--- src/core/csac_pkg.sv ---
// What this block does
// - gain and blanking apply at once always
// - digital gain deferred; analog only from nvm
// - nvm programming starts only in standby
// - writes to read-only fields are ignored
// - status flags set by hardware only
// - write-only fields read back as zero
// - standby fields apply when enable low
// - standby field reads return written value
// - nvm-only fields load at power-up only
// - always fields apply immediately in any state
package csac_pkg;
  // ----------------------------------------
  // register word offsets (byte addresses)
  // ----------------------------------------
  localparam logic [5:0] CSAC_OFS_STATUS = 6'h00; // rh flags, r nvm
  localparam logic [5:0] CSAC_OFS_ALWAYS = 6'h04; // always fields
  localparam logic [5:0] CSAC_OFS_STBY = 6'h08; // standby fields
  localparam logic [5:0] CSAC_OFS_AMP = 6'h0C; // gain, blank, mode
  localparam logic [5:0] CSAC_OFS_NVM = 6'h10; // nvm staging
  localparam logic [5:0] CSAC_OFS_PROG = 6'h14; // write-only program
  localparam logic [5:0] CSAC_OFS_EFF = 6'h18; // effective standby
  // ----------------------------------------
  // field positions
  // ----------------------------------------
  localparam int CSAC_AMP_GAIN_LSB = 0; // gain 3 bits
  localparam int CSAC_AMP_BLANK_LSB = 4; // blank 4 bits
  localparam int CSAC_AMP_MODE_BIT = 8; // 1 analog, 0 digital
  localparam int CSAC_ST_PEND_BIT = 0; // standby write pending
  localparam int CSAC_ST_BUSY_BIT = 1; // nvm program busy
  localparam int CSAC_ST_DONE_BIT = 2; // nvm program done
  localparam int CSAC_ST_REJ_BIT = 3; // program rejected
  localparam int CSAC_ST_MODE_BIT = 4; // effective gain mode
  localparam int CSAC_ST_NVM_LSB = 16; // nvm word readback
  // ----------------------------------------
  // reset values and timing
  // ----------------------------------------
  localparam logic [15:0] CSAC_RST_CFG = 16'h0000;
  localparam logic [15:0] CSAC_PROG_KEY = 16'hA5C3; // start code
  localparam int CSAC_PROG_NS = 1000; // nvm burn time
  localparam int CSAC_CLK_NS = 10;
  localparam int CSAC_PROG_CYC = (CSAC_PROG_NS + CSAC_CLK_NS - 1)
                                 / CSAC_CLK_NS;
  typedef enum logic [2:0] {
    CSAC_IDLE = 3'b001,
    CSAC_BURN = 3'b010,
    CSAC_DONE = 3'b100
  } csac_nvm_e;
endpackage

--- src/core/csac_cfg_if.sv ---
`timescale 1ns/1ps
// carries register writes from the bus slave to the apply logic
interface csac_cfg_if;
  logic wr; // one-cycle write strobe
  logic [5:0] addr; // byte address
  logic [31:0] wdata; // write data
  modport src (output wr, output addr, output wdata);
  modport dst (input wr, input addr, input wdata);
endinterface

--- src/core/csac_sync.sv ---
`timescale 1ns/1ps
// two-flop synchroniser for a pin level
module csac_sync (
  input wire logic ref_clk_i,
  input wire logic rst_i,
  input wire logic d_i,
  output logic q_o
);
  logic s1_r; // first stage, read only by second
  // ----------------------------------------
  // two stages
  // ----------------------------------------
  always_ff @(posedge ref_clk_i) begin
    if (rst_i) begin
      s1_r <= 1'b0;
      q_o <= 1'b0;
    end else begin
      s1_r <= d_i;
      q_o <= s1_r;
    end
  end
endmodule

--- src/core/csac_top.sv ---
`timescale 1ns/1ps
// configuration shadow and apply control
module csac_top
  import csac_pkg::*;
(
  input wire logic ref_clk_i,
  input wire logic rst_i,
  input wire logic [5:0] avs_address,
  input wire logic avs_read,
  input wire logic avs_write,
  input wire logic [31:0] avs_writedata,
  input wire logic [3:0] avs_byteenable,
  output logic [31:0] avs_readdata,
  output logic avs_waitrequest,
  input wire logic driver_enable_input,
  input wire logic [15:0] hw_flags_i,
  input wire logic [15:0] nvm_word_i,
  output logic [15:0] always_cfg_o,
  output logic [15:0] stby_cfg_o,
  output logic [2:0] amp_gain_o,
  output logic [3:0] amp_blank_o,
  output logic amp_gain_mode_select,
  output logic [15:0] nvm_only_cfg_o,
  output logic nvm_program_request,
  output logic [15:0] nvm_prog_data_o
);
  // ----------------------------------------
  // declarations
  // ----------------------------------------
  csac_cfg_if cfg (); // internal write carrier
  logic en_s; // synchronised driver enable
  logic ack_r; // answer phase of bus access
  logic [15:0] flags_r; // hardware status flags
  logic [15:0] stby_shadow_r; // host-visible standby value
  logic [15:0] stby_eff_r; // applied standby value
  logic stby_pend_r; // shadow not yet applied
  logic mode_req_r; // requested switch to digital
  logic mode_eff_r; // effective gain mode
  logic [15:0] nvm_stage_r; // data to burn
  logic [15:0] nvm_only_r; // loaded from nvm at power-up
  logic rej_r; // program asked while active
  logic [31:0] rd_nxt; // read mux
  csac_nvm_e nst_r; // nvm programming state
  logic [15:0] cnt_r; // burn timer
  logic pwr_up_r; // first cycle after reset
  logic done_r; // burn finished, sticky until next start
  logic [15:0] be_mask; // byte enable mask
  // ----------------------------------------
  // input synchroniser
  // ----------------------------------------
  csac_sync u_sync (
    .ref_clk_i(ref_clk_i),
    .rst_i(rst_i),
    .d_i(driver_enable_input),
    .q_o(en_s)
  );
  // decode of offset hit
  function automatic logic hit(input logic [5:0] a, input logic [5:0] o);
    return a == o;
  endfunction
  // ----------------------------------------
  // avalon slave: one wait state per access
  // ----------------------------------------
  assign avs_waitrequest = (avs_read | avs_write) & ~ack_r;
  always_ff @(posedge ref_clk_i) begin
    if (rst_i) begin
      ack_r <= 1'b0;
    end else begin
      ack_r <= (avs_read | avs_write) & ~ack_r;
    end
  end
  assign be_mask = {{8{avs_byteenable[1]}}, {8{avs_byteenable[0]}}};
  assign cfg.wr = avs_write & ack_r;
  assign cfg.addr = avs_address;
  assign cfg.wdata = avs_writedata;
  // ----------------------------------------
  // hardware flags
  // ----------------------------------------
  // flags hardware only
  always_ff @(posedge ref_clk_i) begin
    if (rst_i) begin
      flags_r <= CSAC_RST_CFG;
    end else begin
      flags_r <= hw_flags_i;
    end
  end
  // ----------------------------------------
  // always fields and amplifier settings
  // ----------------------------------------
  // immediate apply
  always_ff @(posedge ref_clk_i) begin
    if (rst_i) begin
      always_cfg_o <= CSAC_RST_CFG;
    end else if (cfg.wr && hit(cfg.addr, CSAC_OFS_ALWAYS)) begin
      always_cfg_o <= (always_cfg_o & ~be_mask) | (cfg.wdata[15:0] & be_mask);
    end
  end
  always_ff @(posedge ref_clk_i) begin
    if (rst_i) begin
      amp_gain_o <= 3'h0;
      amp_blank_o <= 4'h0;
    end else if (cfg.wr && hit(cfg.addr, CSAC_OFS_AMP)
                 && avs_byteenable[0]) begin
      amp_gain_o <= cfg.wdata[CSAC_AMP_GAIN_LSB +: 3];
      amp_blank_o <= cfg.wdata[CSAC_AMP_BLANK_LSB +: 4];
    end
  end
  // ----------------------------------------
  // gain mode: digital deferred, analog by nvm
  // ----------------------------------------
  // digital deferred
  always_ff @(posedge ref_clk_i) begin
    if (rst_i) begin
      mode_req_r <= 1'b0;
    end else if (cfg.wr && hit(cfg.addr, CSAC_OFS_AMP)
                 && avs_byteenable[1]
                 && !cfg.wdata[CSAC_AMP_MODE_BIT]) begin
      mode_req_r <= 1'b1; // only a switch to digital is honoured
    end else if (!en_s) begin
      mode_req_r <= 1'b0;
    end
  end
  always_ff @(posedge ref_clk_i) begin
    if (rst_i) begin
      mode_eff_r <= 1'b0;
    end else if (pwr_up_r) begin
      mode_eff_r <= nvm_word_i[CSAC_AMP_MODE_BIT];
    end else if (mode_req_r && !en_s) begin
      mode_eff_r <= 1'b0;
    end
  end
  assign amp_gain_mode_select = mode_eff_r;
  // ----------------------------------------
  // standby shadow
  // ----------------------------------------
  // shadow readback
  always_ff @(posedge ref_clk_i) begin
    if (rst_i) begin
      stby_shadow_r <= CSAC_RST_CFG;
    end else if (cfg.wr && hit(cfg.addr, CSAC_OFS_STBY)) begin
      stby_shadow_r <= (stby_shadow_r & ~be_mask)
                       | (cfg.wdata[15:0] & be_mask);
    end
  end
  always_ff @(posedge ref_clk_i) begin
    if (rst_i) begin
      stby_eff_r <= CSAC_RST_CFG;
      stby_pend_r <= 1'b0;
    end else if (cfg.wr && hit(cfg.addr, CSAC_OFS_STBY)) begin
      stby_pend_r <= 1'b1; // new write wins over the apply
    end else if (stby_pend_r && !en_s) begin
      stby_eff_r <= stby_shadow_r;
      stby_pend_r <= 1'b0;
    end
  end
  assign stby_cfg_o = stby_eff_r;
  // ----------------------------------------
  // nvm-only fields
  // ----------------------------------------
  // power-up load
  always_ff @(posedge ref_clk_i) begin
    if (rst_i) begin
      pwr_up_r <= 1'b1;
      nvm_only_r <= CSAC_RST_CFG;
    end else begin
      pwr_up_r <= 1'b0;
      if (pwr_up_r) begin
        nvm_only_r <= nvm_word_i;
      end
    end
  end
  assign nvm_only_cfg_o = nvm_only_r;
  always_ff @(posedge ref_clk_i) begin
    if (rst_i) begin
      nvm_stage_r <= CSAC_RST_CFG;
    end else if (cfg.wr && hit(cfg.addr, CSAC_OFS_NVM)) begin
      nvm_stage_r <= (nvm_stage_r & ~be_mask) | (cfg.wdata[15:0] & be_mask);
    end
  end
  // ----------------------------------------
  // nvm programming sequencer
  // ----------------------------------------
  // program in standby
  always_ff @(posedge ref_clk_i) begin
    if (rst_i) begin
      nst_r <= CSAC_IDLE;
      cnt_r <= 16'h0000;
      rej_r <= 1'b0;
      done_r <= 1'b0;
    end else begin
      unique case (nst_r)
        CSAC_IDLE: begin
          if (cfg.wr && hit(cfg.addr, CSAC_OFS_PROG)
              && cfg.wdata[15:0] == CSAC_PROG_KEY) begin
            if (!en_s) begin
              nst_r <= CSAC_BURN;
              cnt_r <= 16'(CSAC_PROG_CYC - 1);
              rej_r <= 1'b0;
              done_r <= 1'b0;
            end else begin
              rej_r <= 1'b1; // refused while driving
            end
          end
        end
        CSAC_BURN: begin
          if (cnt_r == 16'h0000) begin
            nst_r <= CSAC_DONE;
            done_r <= 1'b1; // held so the host can poll it
          end else begin
            cnt_r <= cnt_r - 16'h0001;
          end
        end
        CSAC_DONE: begin
          nst_r <= CSAC_IDLE;
        end
      endcase
    end
  end
  assign nvm_program_request = (nst_r == CSAC_BURN);
  assign nvm_prog_data_o = nvm_stage_r;
  // ----------------------------------------
  // read mux
  // ----------------------------------------
  // write-only reads zero
  always_comb begin
    rd_nxt = 32'h0000_0000;
    unique case (avs_address)
      CSAC_OFS_STATUS: begin
        rd_nxt = {nvm_only_r, flags_r};
      end
      CSAC_OFS_ALWAYS: begin
        rd_nxt = {16'h0000, always_cfg_o};
      end
      CSAC_OFS_STBY: begin
        rd_nxt = {16'h0000, stby_shadow_r};
      end
      CSAC_OFS_AMP: begin
        rd_nxt = {23'h000000, mode_eff_r, amp_blank_o, 1'b0,
                  amp_gain_o};
      end
      CSAC_OFS_NVM: begin
        rd_nxt = {16'h0000, nvm_stage_r};
      end
      CSAC_OFS_EFF: begin
        rd_nxt = {11'h000, mode_eff_r, rej_r, done_r,
                  nvm_program_request, stby_pend_r, stby_eff_r};
      end
      default: begin
        rd_nxt = 32'h0000_0000; // includes write-only program word
      end
    endcase
  end
  // read data taken in the wait state
  always_ff @(posedge ref_clk_i) begin
    if (rst_i) begin
      avs_readdata <= 32'h0000_0000;
    end else if (avs_read && !ack_r) begin
      avs_readdata <= rd_nxt;
    end
  end
  // ----------------------------------------
  // checks
  // ----------------------------------------
  // no apply while enabled
  property p_stby_hold;
    @(posedge ref_clk_i) disable iff (rst_i)
      en_s && $past(en_s) |-> $stable(stby_eff_r);
  endproperty
  a_stby_hold: assert property (p_stby_hold)
    else $error("standby value applied while enabled");
  property p_shadow;
    @(posedge ref_clk_i) disable iff (rst_i)
      cfg.wr && hit(cfg.addr, CSAC_OFS_STBY) && avs_byteenable == 4'hF
      |=> stby_shadow_r == $past(cfg.wdata[15:0]);
  endproperty
  a_shadow: assert property (p_shadow)
    else $error("shadow missed write");
  property p_burn;
    @(posedge ref_clk_i) disable iff (rst_i)
      $rose(nvm_program_request) |-> !$past(en_s);
  endproperty
  a_burn: assert property (p_burn)
    else $error("programming started while enabled");
  property p_nvm_fixed;
    @(posedge ref_clk_i) disable iff (rst_i)
      !pwr_up_r && !$past(pwr_up_r) |-> $stable(nvm_only_r);
  endproperty
  a_nvm_fixed: assert property (p_nvm_fixed)
    else $error("nvm-only field changed after power-up");
  property p_mode;
    @(posedge ref_clk_i) disable iff (rst_i)
      !$past(pwr_up_r) && !pwr_up_r |-> !$rose(mode_eff_r);
  endproperty
  a_mode: assert property (p_mode)
    else $error("analog mode entered by write");
  property p_always;
    @(posedge ref_clk_i) disable iff (rst_i)
      cfg.wr && hit(cfg.addr, CSAC_OFS_ALWAYS) && avs_byteenable == 4'hF
      |=> always_cfg_o == $past(cfg.wdata[15:0]);
  endproperty
  a_always: assert property (p_always)
    else $error("always field not applied");
  property p_wo;
    @(posedge ref_clk_i) disable iff (rst_i)
      avs_read && !ack_r && avs_address == CSAC_OFS_PROG
      |=> avs_readdata == 32'h0000_0000;
  endproperty
  a_wo: assert property (p_wo)
    else $error("write-only field read nonzero");
  property p_gain;
    @(posedge ref_clk_i) disable iff (rst_i)
      cfg.wr && hit(cfg.addr, CSAC_OFS_AMP) && avs_byteenable[0]
      |=> amp_gain_o == $past(cfg.wdata[2:0]);
  endproperty
  a_gain: assert property (p_gain)
    else $error("gain not applied at once");
endmodule

--- config.mk ---
export PLATFORM = sky130hd
export DESIGN_NAME = csac_top
export DESIGN_NICKNAME = d
export VERILOG_FILES = /design/src/core/csac_pkg.sv /design/src/core/csac_cfg_if.sv /design/src/core/csac_sync.sv /design/src/core/csac_top.sv
export SDC_FILE = /design/constraint.sdc
export NUM_CORES = 1
export LEC_CHECK = 0
export BUFFER_PORTS_ARGS = -buffer_cell sky130_fd_sc_hd__buf_2
export CORE_MARGIN = 2
export CORE_UTILIZATION = 51
export DETAILED_ROUTE_END_ITERATION = 8
export GPL_TIMING_DRIVEN = 1
export PLACE_DENSITY = 0.86
export SYNTH_ARGS = -nofsm -noshare
export SYNTH_HDL_FRONTEND = slang
export SYNTH_SLANG_ARGS = --single-unit
export TNS_END_PERCENT = 20
--- constraint.sdc ---
create_clock -name ref_clk_i -period 2.8 [get_ports ref_clk_i]
set_input_delay 0.56 -clock ref_clk_i [delete_from_list [all_inputs] [get_ports ref_clk_i]]
set_output_delay 0.56 -clock ref_clk_i [all_outputs]
set_load 0.02 [all_outputs]
# After elaboration in Yosys (flattened, before gate mapping)
# Cells that the tools add are included.
[classes]
bitwise_logic = 13
mux = 20
eq_ne = 15
n_addsub = 1
n_reduce_logical = 25
[op_table]
columns = ["op", "count"]
rows = [
  ["case mux 32 bit (6 select lines)", 1],
  ["bitwise AND 16 bit", 4],
  ["two-way mux 16 bit", 3],
  ["bitwise OR 16 bit", 3],
  ["case mux 16 bit (2 select lines)", 1],
  ["equality test 6 x 5 -> 1 bit, second input constant", 3],
  ["equality test 16 bit, second input constant", 1],
  ["zero test 16 bit", 1],
  ["inverter 16 bit", 1],
  ["subtractor 16 x 1 -> 16 bit, second input constant", 1],
  ["equality test 6 x 4 -> 1 bit, second input constant", 2],
  ["logical AND 1 bit", 12],
  ["two-way mux 1 bit", 10],
  ["two-way mux 3 bit", 3],
  ["case mux 3 bit (3 select lines)", 1],
  ["inequality test 2 bit, second input constant", 4],
  ["AND reduction 4 bit", 2],
  ["equality test 6 x 3 -> 1 bit, second input constant", 1],
  ["zero test 6 bit", 1],
  ["nonzero test 2 bit", 3],
  ["AND reduction 2 bit", 2],
  ["equality test 3 x 1 -> 1 bit, second input constant", 1],
  ["equality test 3 x 2 -> 1 bit, second input constant", 1],
  ["equality test 3 bit, second input constant", 1],
  ["7 further kinds", 11],
]
[totals]
elab_cells = 94
out_inout_bits = 106
register_bits = 163
in_bits = 79

# Logic depth before layout (Yosys ltp)
[depth]
ltp_word = 5
ltp_mapped = 8
ltp_nobuf = 7

# By module
# From an unflattened synthesis, not the netlist that was laid out.
[hier_totals]
hier_cells = 673
hier_area_um2 = 6691.4
[by_module_without_submodules]
columns = ["mod", "area_per_inst_um2", "seq_area_each_um2", "n_inst", "cells_each"]
rows = [
  ["csac_top", 6638.9, 3223.1, 1, 669],
  ["csac_sync", 52.6, 40.0, 1, 4],
]

# Worst setup path after synthesis
# OpenSTA, ideal clock, no wires.
[synth_timing]
kind = "input to register"
start = "input port avs_address[1]"
end = "register stby_eff_r[14], in the netlist stby_cfg_o[14]"
path_stages = 7
slack_ps = 595
arrival_ps = 2078
path_buffers = 2
setup_time_ps = 128
required_ps = 2672
path_cell_list = "or4_1 or3_1 nand3b_1 buf_4 buf_6 mux2i_1 nor2_1"
[synth_via]
elab_chain_cells = 4
[synth_rtl]
columns = ["item", "line", "text"]
rows = [
  ["from (decl)", "csac_top.sv:8", "input wire logic [5:0] avs_address,"],
  ["equality test 6 x 4 -> 1 bit", "csac_top.sv:59", "return a == o;"],
  ["logical AND 1 bit", "csac_top.sv:149", "end else if (cfg.wr && hit(cfg.addr, CSAC_OFS_STBY)) begin"],
  ["inverter 1 bit (no line)", "-", ""],
  ["AND reduction 2 bit (no line)", "-", ""],
  ["to (signal assigned)", "csac_top.sv:152", "stby_eff_r <= stby_shadow_r;"],
  ["to (decl)", "csac_top.sv:35", "logic [15:0] stby_eff_r;"],
]
# No other way between the ends.
# A chain may end at the register's enable or synchronous reset.

# Worst setup path after layout
[layout_timing]
start = "register cnt_r[10]"
end = "register cnt_r[9]"
[layout_via]
elab_chain_cells = 3
[layout_rtl]
columns = ["item", "line", "text"]
rows = [
  ["from (decl)", "csac_top.sv:44", "logic [15:0] cnt_r;"],
  ["from (signal assigned)", "csac_top.sv:197", "cnt_r <= 16'(CSAC_PROG_CYC - 1);"],
  ["from (signal assigned)", "csac_top.sv:210", "cnt_r <= cnt_r - 16'h0001;"],
  ["zero test 16 bit", "csac_top.sv:206", "if (cnt_r == 16'h0000) begin"],
  ["inequality test 2 bit (no line)", "-", ""],
  ["AND reduction 4 bit (no line)", "-", ""],
]
# No other way between the ends.

==> results.toml <==
[sta]
fin_crit_ns = 2.25
rsz0062_at_grt = "no"
tns_ns = 0
post-route-period-util_pct = 80.4
hold_viol = 0
fmax_mhz = 444
setup_ws_ns = 0.549
relSlewSlack_pct = 34.5
fin_skew_ns = 0.0100
maxSlewViolCount = 0
setup_viol = 0
tightest_slew_ns = 0.982

[power]
vdd_drop_max_uv = 424
p_per_area_nw_per_um2 = 608
p_leak_nw = 3.78
totalPowerFinal_w = 0.00505

[global_route]
grt_max_degree = 84
grt_pass1_vias = 5608
track_usage_pct = 26.0
grt_pass1_wl_um = 29100
gr-total-overflow = 0
antenna_found_initial = 0

[final_layout]
syn_to_final_growth_pct = 23.3
final_area_um2 = 8300
drive_gt1_share_pct = 26.9
stdcell_count = 1060
num_antenna_cells = 0
final_nets = 955

[synth]
synth-edff-count = 0
synthDominantCellAreaShare_pct = 48.5
ys_warn_count = 0
synth.distinct_cells = 48
ys_top_cells_by_count = "dfxtp_1, nor2_1, nand2_1"
synthTopCellsByArea = "dfxtp_1, mux2i_1, nor2_1"
syn_area_per_cell_um2 = 9.34
syn-num-nets = 801
netlist_area_um2 = 6730
synth_seq_cells = 163
synth_ff_type = "dfxtp_1"
syn_inst = 721
synthArstFlopShare_pct = 0
synth_top_area_cell = "dfxtp_1"
yosysSeqAreaShare_pct = 48.5
synth_most_common_cell = "dfxtp_1"

[detailed_routing]
drt-pass1-iter-count = 5
routed_via_density = 5.65
wl_um = 18300
drt_iter0_markers = 546
ant_nets = 0
drc = 0
dr_total_vias = 5991
routedWlPerCell_um = 17.3

[floorplanning]
start_util_pct = 52.7
die-area_um2 = 14100
die_x_um = 119
die-height_um = 119
pin_count = 185
core_area_um2 = 12800
rows = 41

[clocking]
cts_tree = "built"
cts_resized = 0
clk_pin_slew_ns = 0.06
ctsHoldBuffers = 0
clk_path_buf_depth = 2
h-tree-depth = 4
clk-insertion-delay-late_ns = 0.43
numCtsBuffers = 17
clockRootBuffer = "clkbuf_16"
clock-sinks = 163
postCtsSetupRepairBufs = 0

[setup_path]
reg2reg_to = "cnt_r[9]"
path_buf_inv = 1
end_kind = "register"
critPathLaunch = "cnt_r[10]"
required_ns = 3.11
arrival_ns = 2.56
path_cells = "nor4_1 > nand4_1 > nand2_1 > buf_4 > a2111o_1 > nand2_1"
max_stage_delay_ns = 0.51
crit_top_cell = "nand2_1"
reg2reg_setup_slack_ns = 0.55
crit_cells = 6
worstPathMaxFanout = 14
setup.worst_path.end = "cnt_r[9]"
r2r_start = "cnt_r[10]"
cp_slowest_cell = "nor4_1"
cp_top_family = "simple AND/OR/NAND/NOR gates"
crit_type = "reg2reg"
critPathLaunchType = "register"
reg2reg_depth = 6

[placement]
gp_congestion = 0.917
dp_hpwl_um = 12700
dp.cells = 1028
port_buffers = 166
place_ws_ns = 0.254
placedInstanceArea_um2 = 7710

[job]
max_cap_violations = 0

[hold_path]
hold_class = "in2reg"

[outcome]
status = "completed"
-- layout make-up --
| class | instances | area, um2 |
|---|---|---|
| Fill cell | 1022 | 4470 |
| Sequential cell | 163 | 3260 |
| Multi-Input combinational cell | 505 | 3240 |
| Timing Repair Buffer | 183 | 973 |
| Clock buffer | 19 | 433 |
| Tap cell | 172 | 215 |
| Clock inverter | 13 | 161 |
| Inverter | 5 | 18.8 |
-- metal layers --
layer	vias up	GRT usage, %	share of wire, %
met5	-	0	0
met1	2816	33.5	42
met4	0	8.78	1.7
met2	273	41.9	47
met3	26	7.23	9.1
li1	2876	-	-
-- cells in the final DEF, fill, tap and decap left out, types with 7 or more instances in the layout --
cell type / synthesis / final
buf_2: 8 / 165
dfxtp_1: 163 / 163
nor2_1: 101 / 101
nand2_1: 84 / 84
mux2i_1: 78 / 78
a21oi_1: 51 / 51
o21ai_0: 24 / 24
nor2b_1: 21 / 21
nand3_1: 18 / 18
clkbuf_16: 0 / 17
buf_4: 3 / 17
a22oi_1: 13 / 13
o2111ai_1: 11 / 11
a2111o_1: 11 / 11
a222oi_1: 8 / 8
mux2_2: 8 / 8
a221oi_1: 8 / 8
nand2b_1: 7 / 7
-- report_power, final --
group          switching, W  total (W)  leakage (nW)  internal [W]
logic              0.000198   0.000308          2.18      0.000109
clock network      0.000944    0.00234         0.279       0.00140
registers         0.0000366    0.00240          1.32       0.00236
-- metrics by stage --
stage          hold slack [ns]  util [%]
6_report                 0.339      65.0
5_1_grt                  0.335      65.0
4_1_cts                  0.335      65.0
3_5_place_dp             0.440      60.3
3_3_place_gp             0.434      60.3
2_1_floorplan            0.414         -
-- kinds of logic (layout without fill, tap and decap cells) --
family	count (synthesis)	after routing	share of synthesized area, %
adder cells (fa/ha/maj)	1	1	0.186
AO/OA/AOI/OAI	137	137	14.0
flip-flops	163	163	48.5
AND/OR/NAND/NOR	278	278	20.6
XOR/XNOR	3	3	0.390
buffers and inverters	53	220	3.49
multiplexers	86	86	12.9
-- how the worst min path moves through the flow --
stage | start | end | slack (ns) | cells after the start
final | hw_flags_i[9] | flags_r[9] | 0.34 | 2
after global routing | driver_enable_input | u_sync.s1_r | 0.34 | 2
after CTS | driver_enable_input | u_sync.s1_r | 0.34 | 2
after detailed placement | avs_readdata[13] | avs_readdata[13] | 0.44 | 2
after global placement | avs_readdata[14] | avs_readdata[14] | 0.43 | 2
after floorplan | u_sync.s1_r | u_sync.q_o | 0.41 | 1
Note: power is estimated with default switching activity, not from simulation.
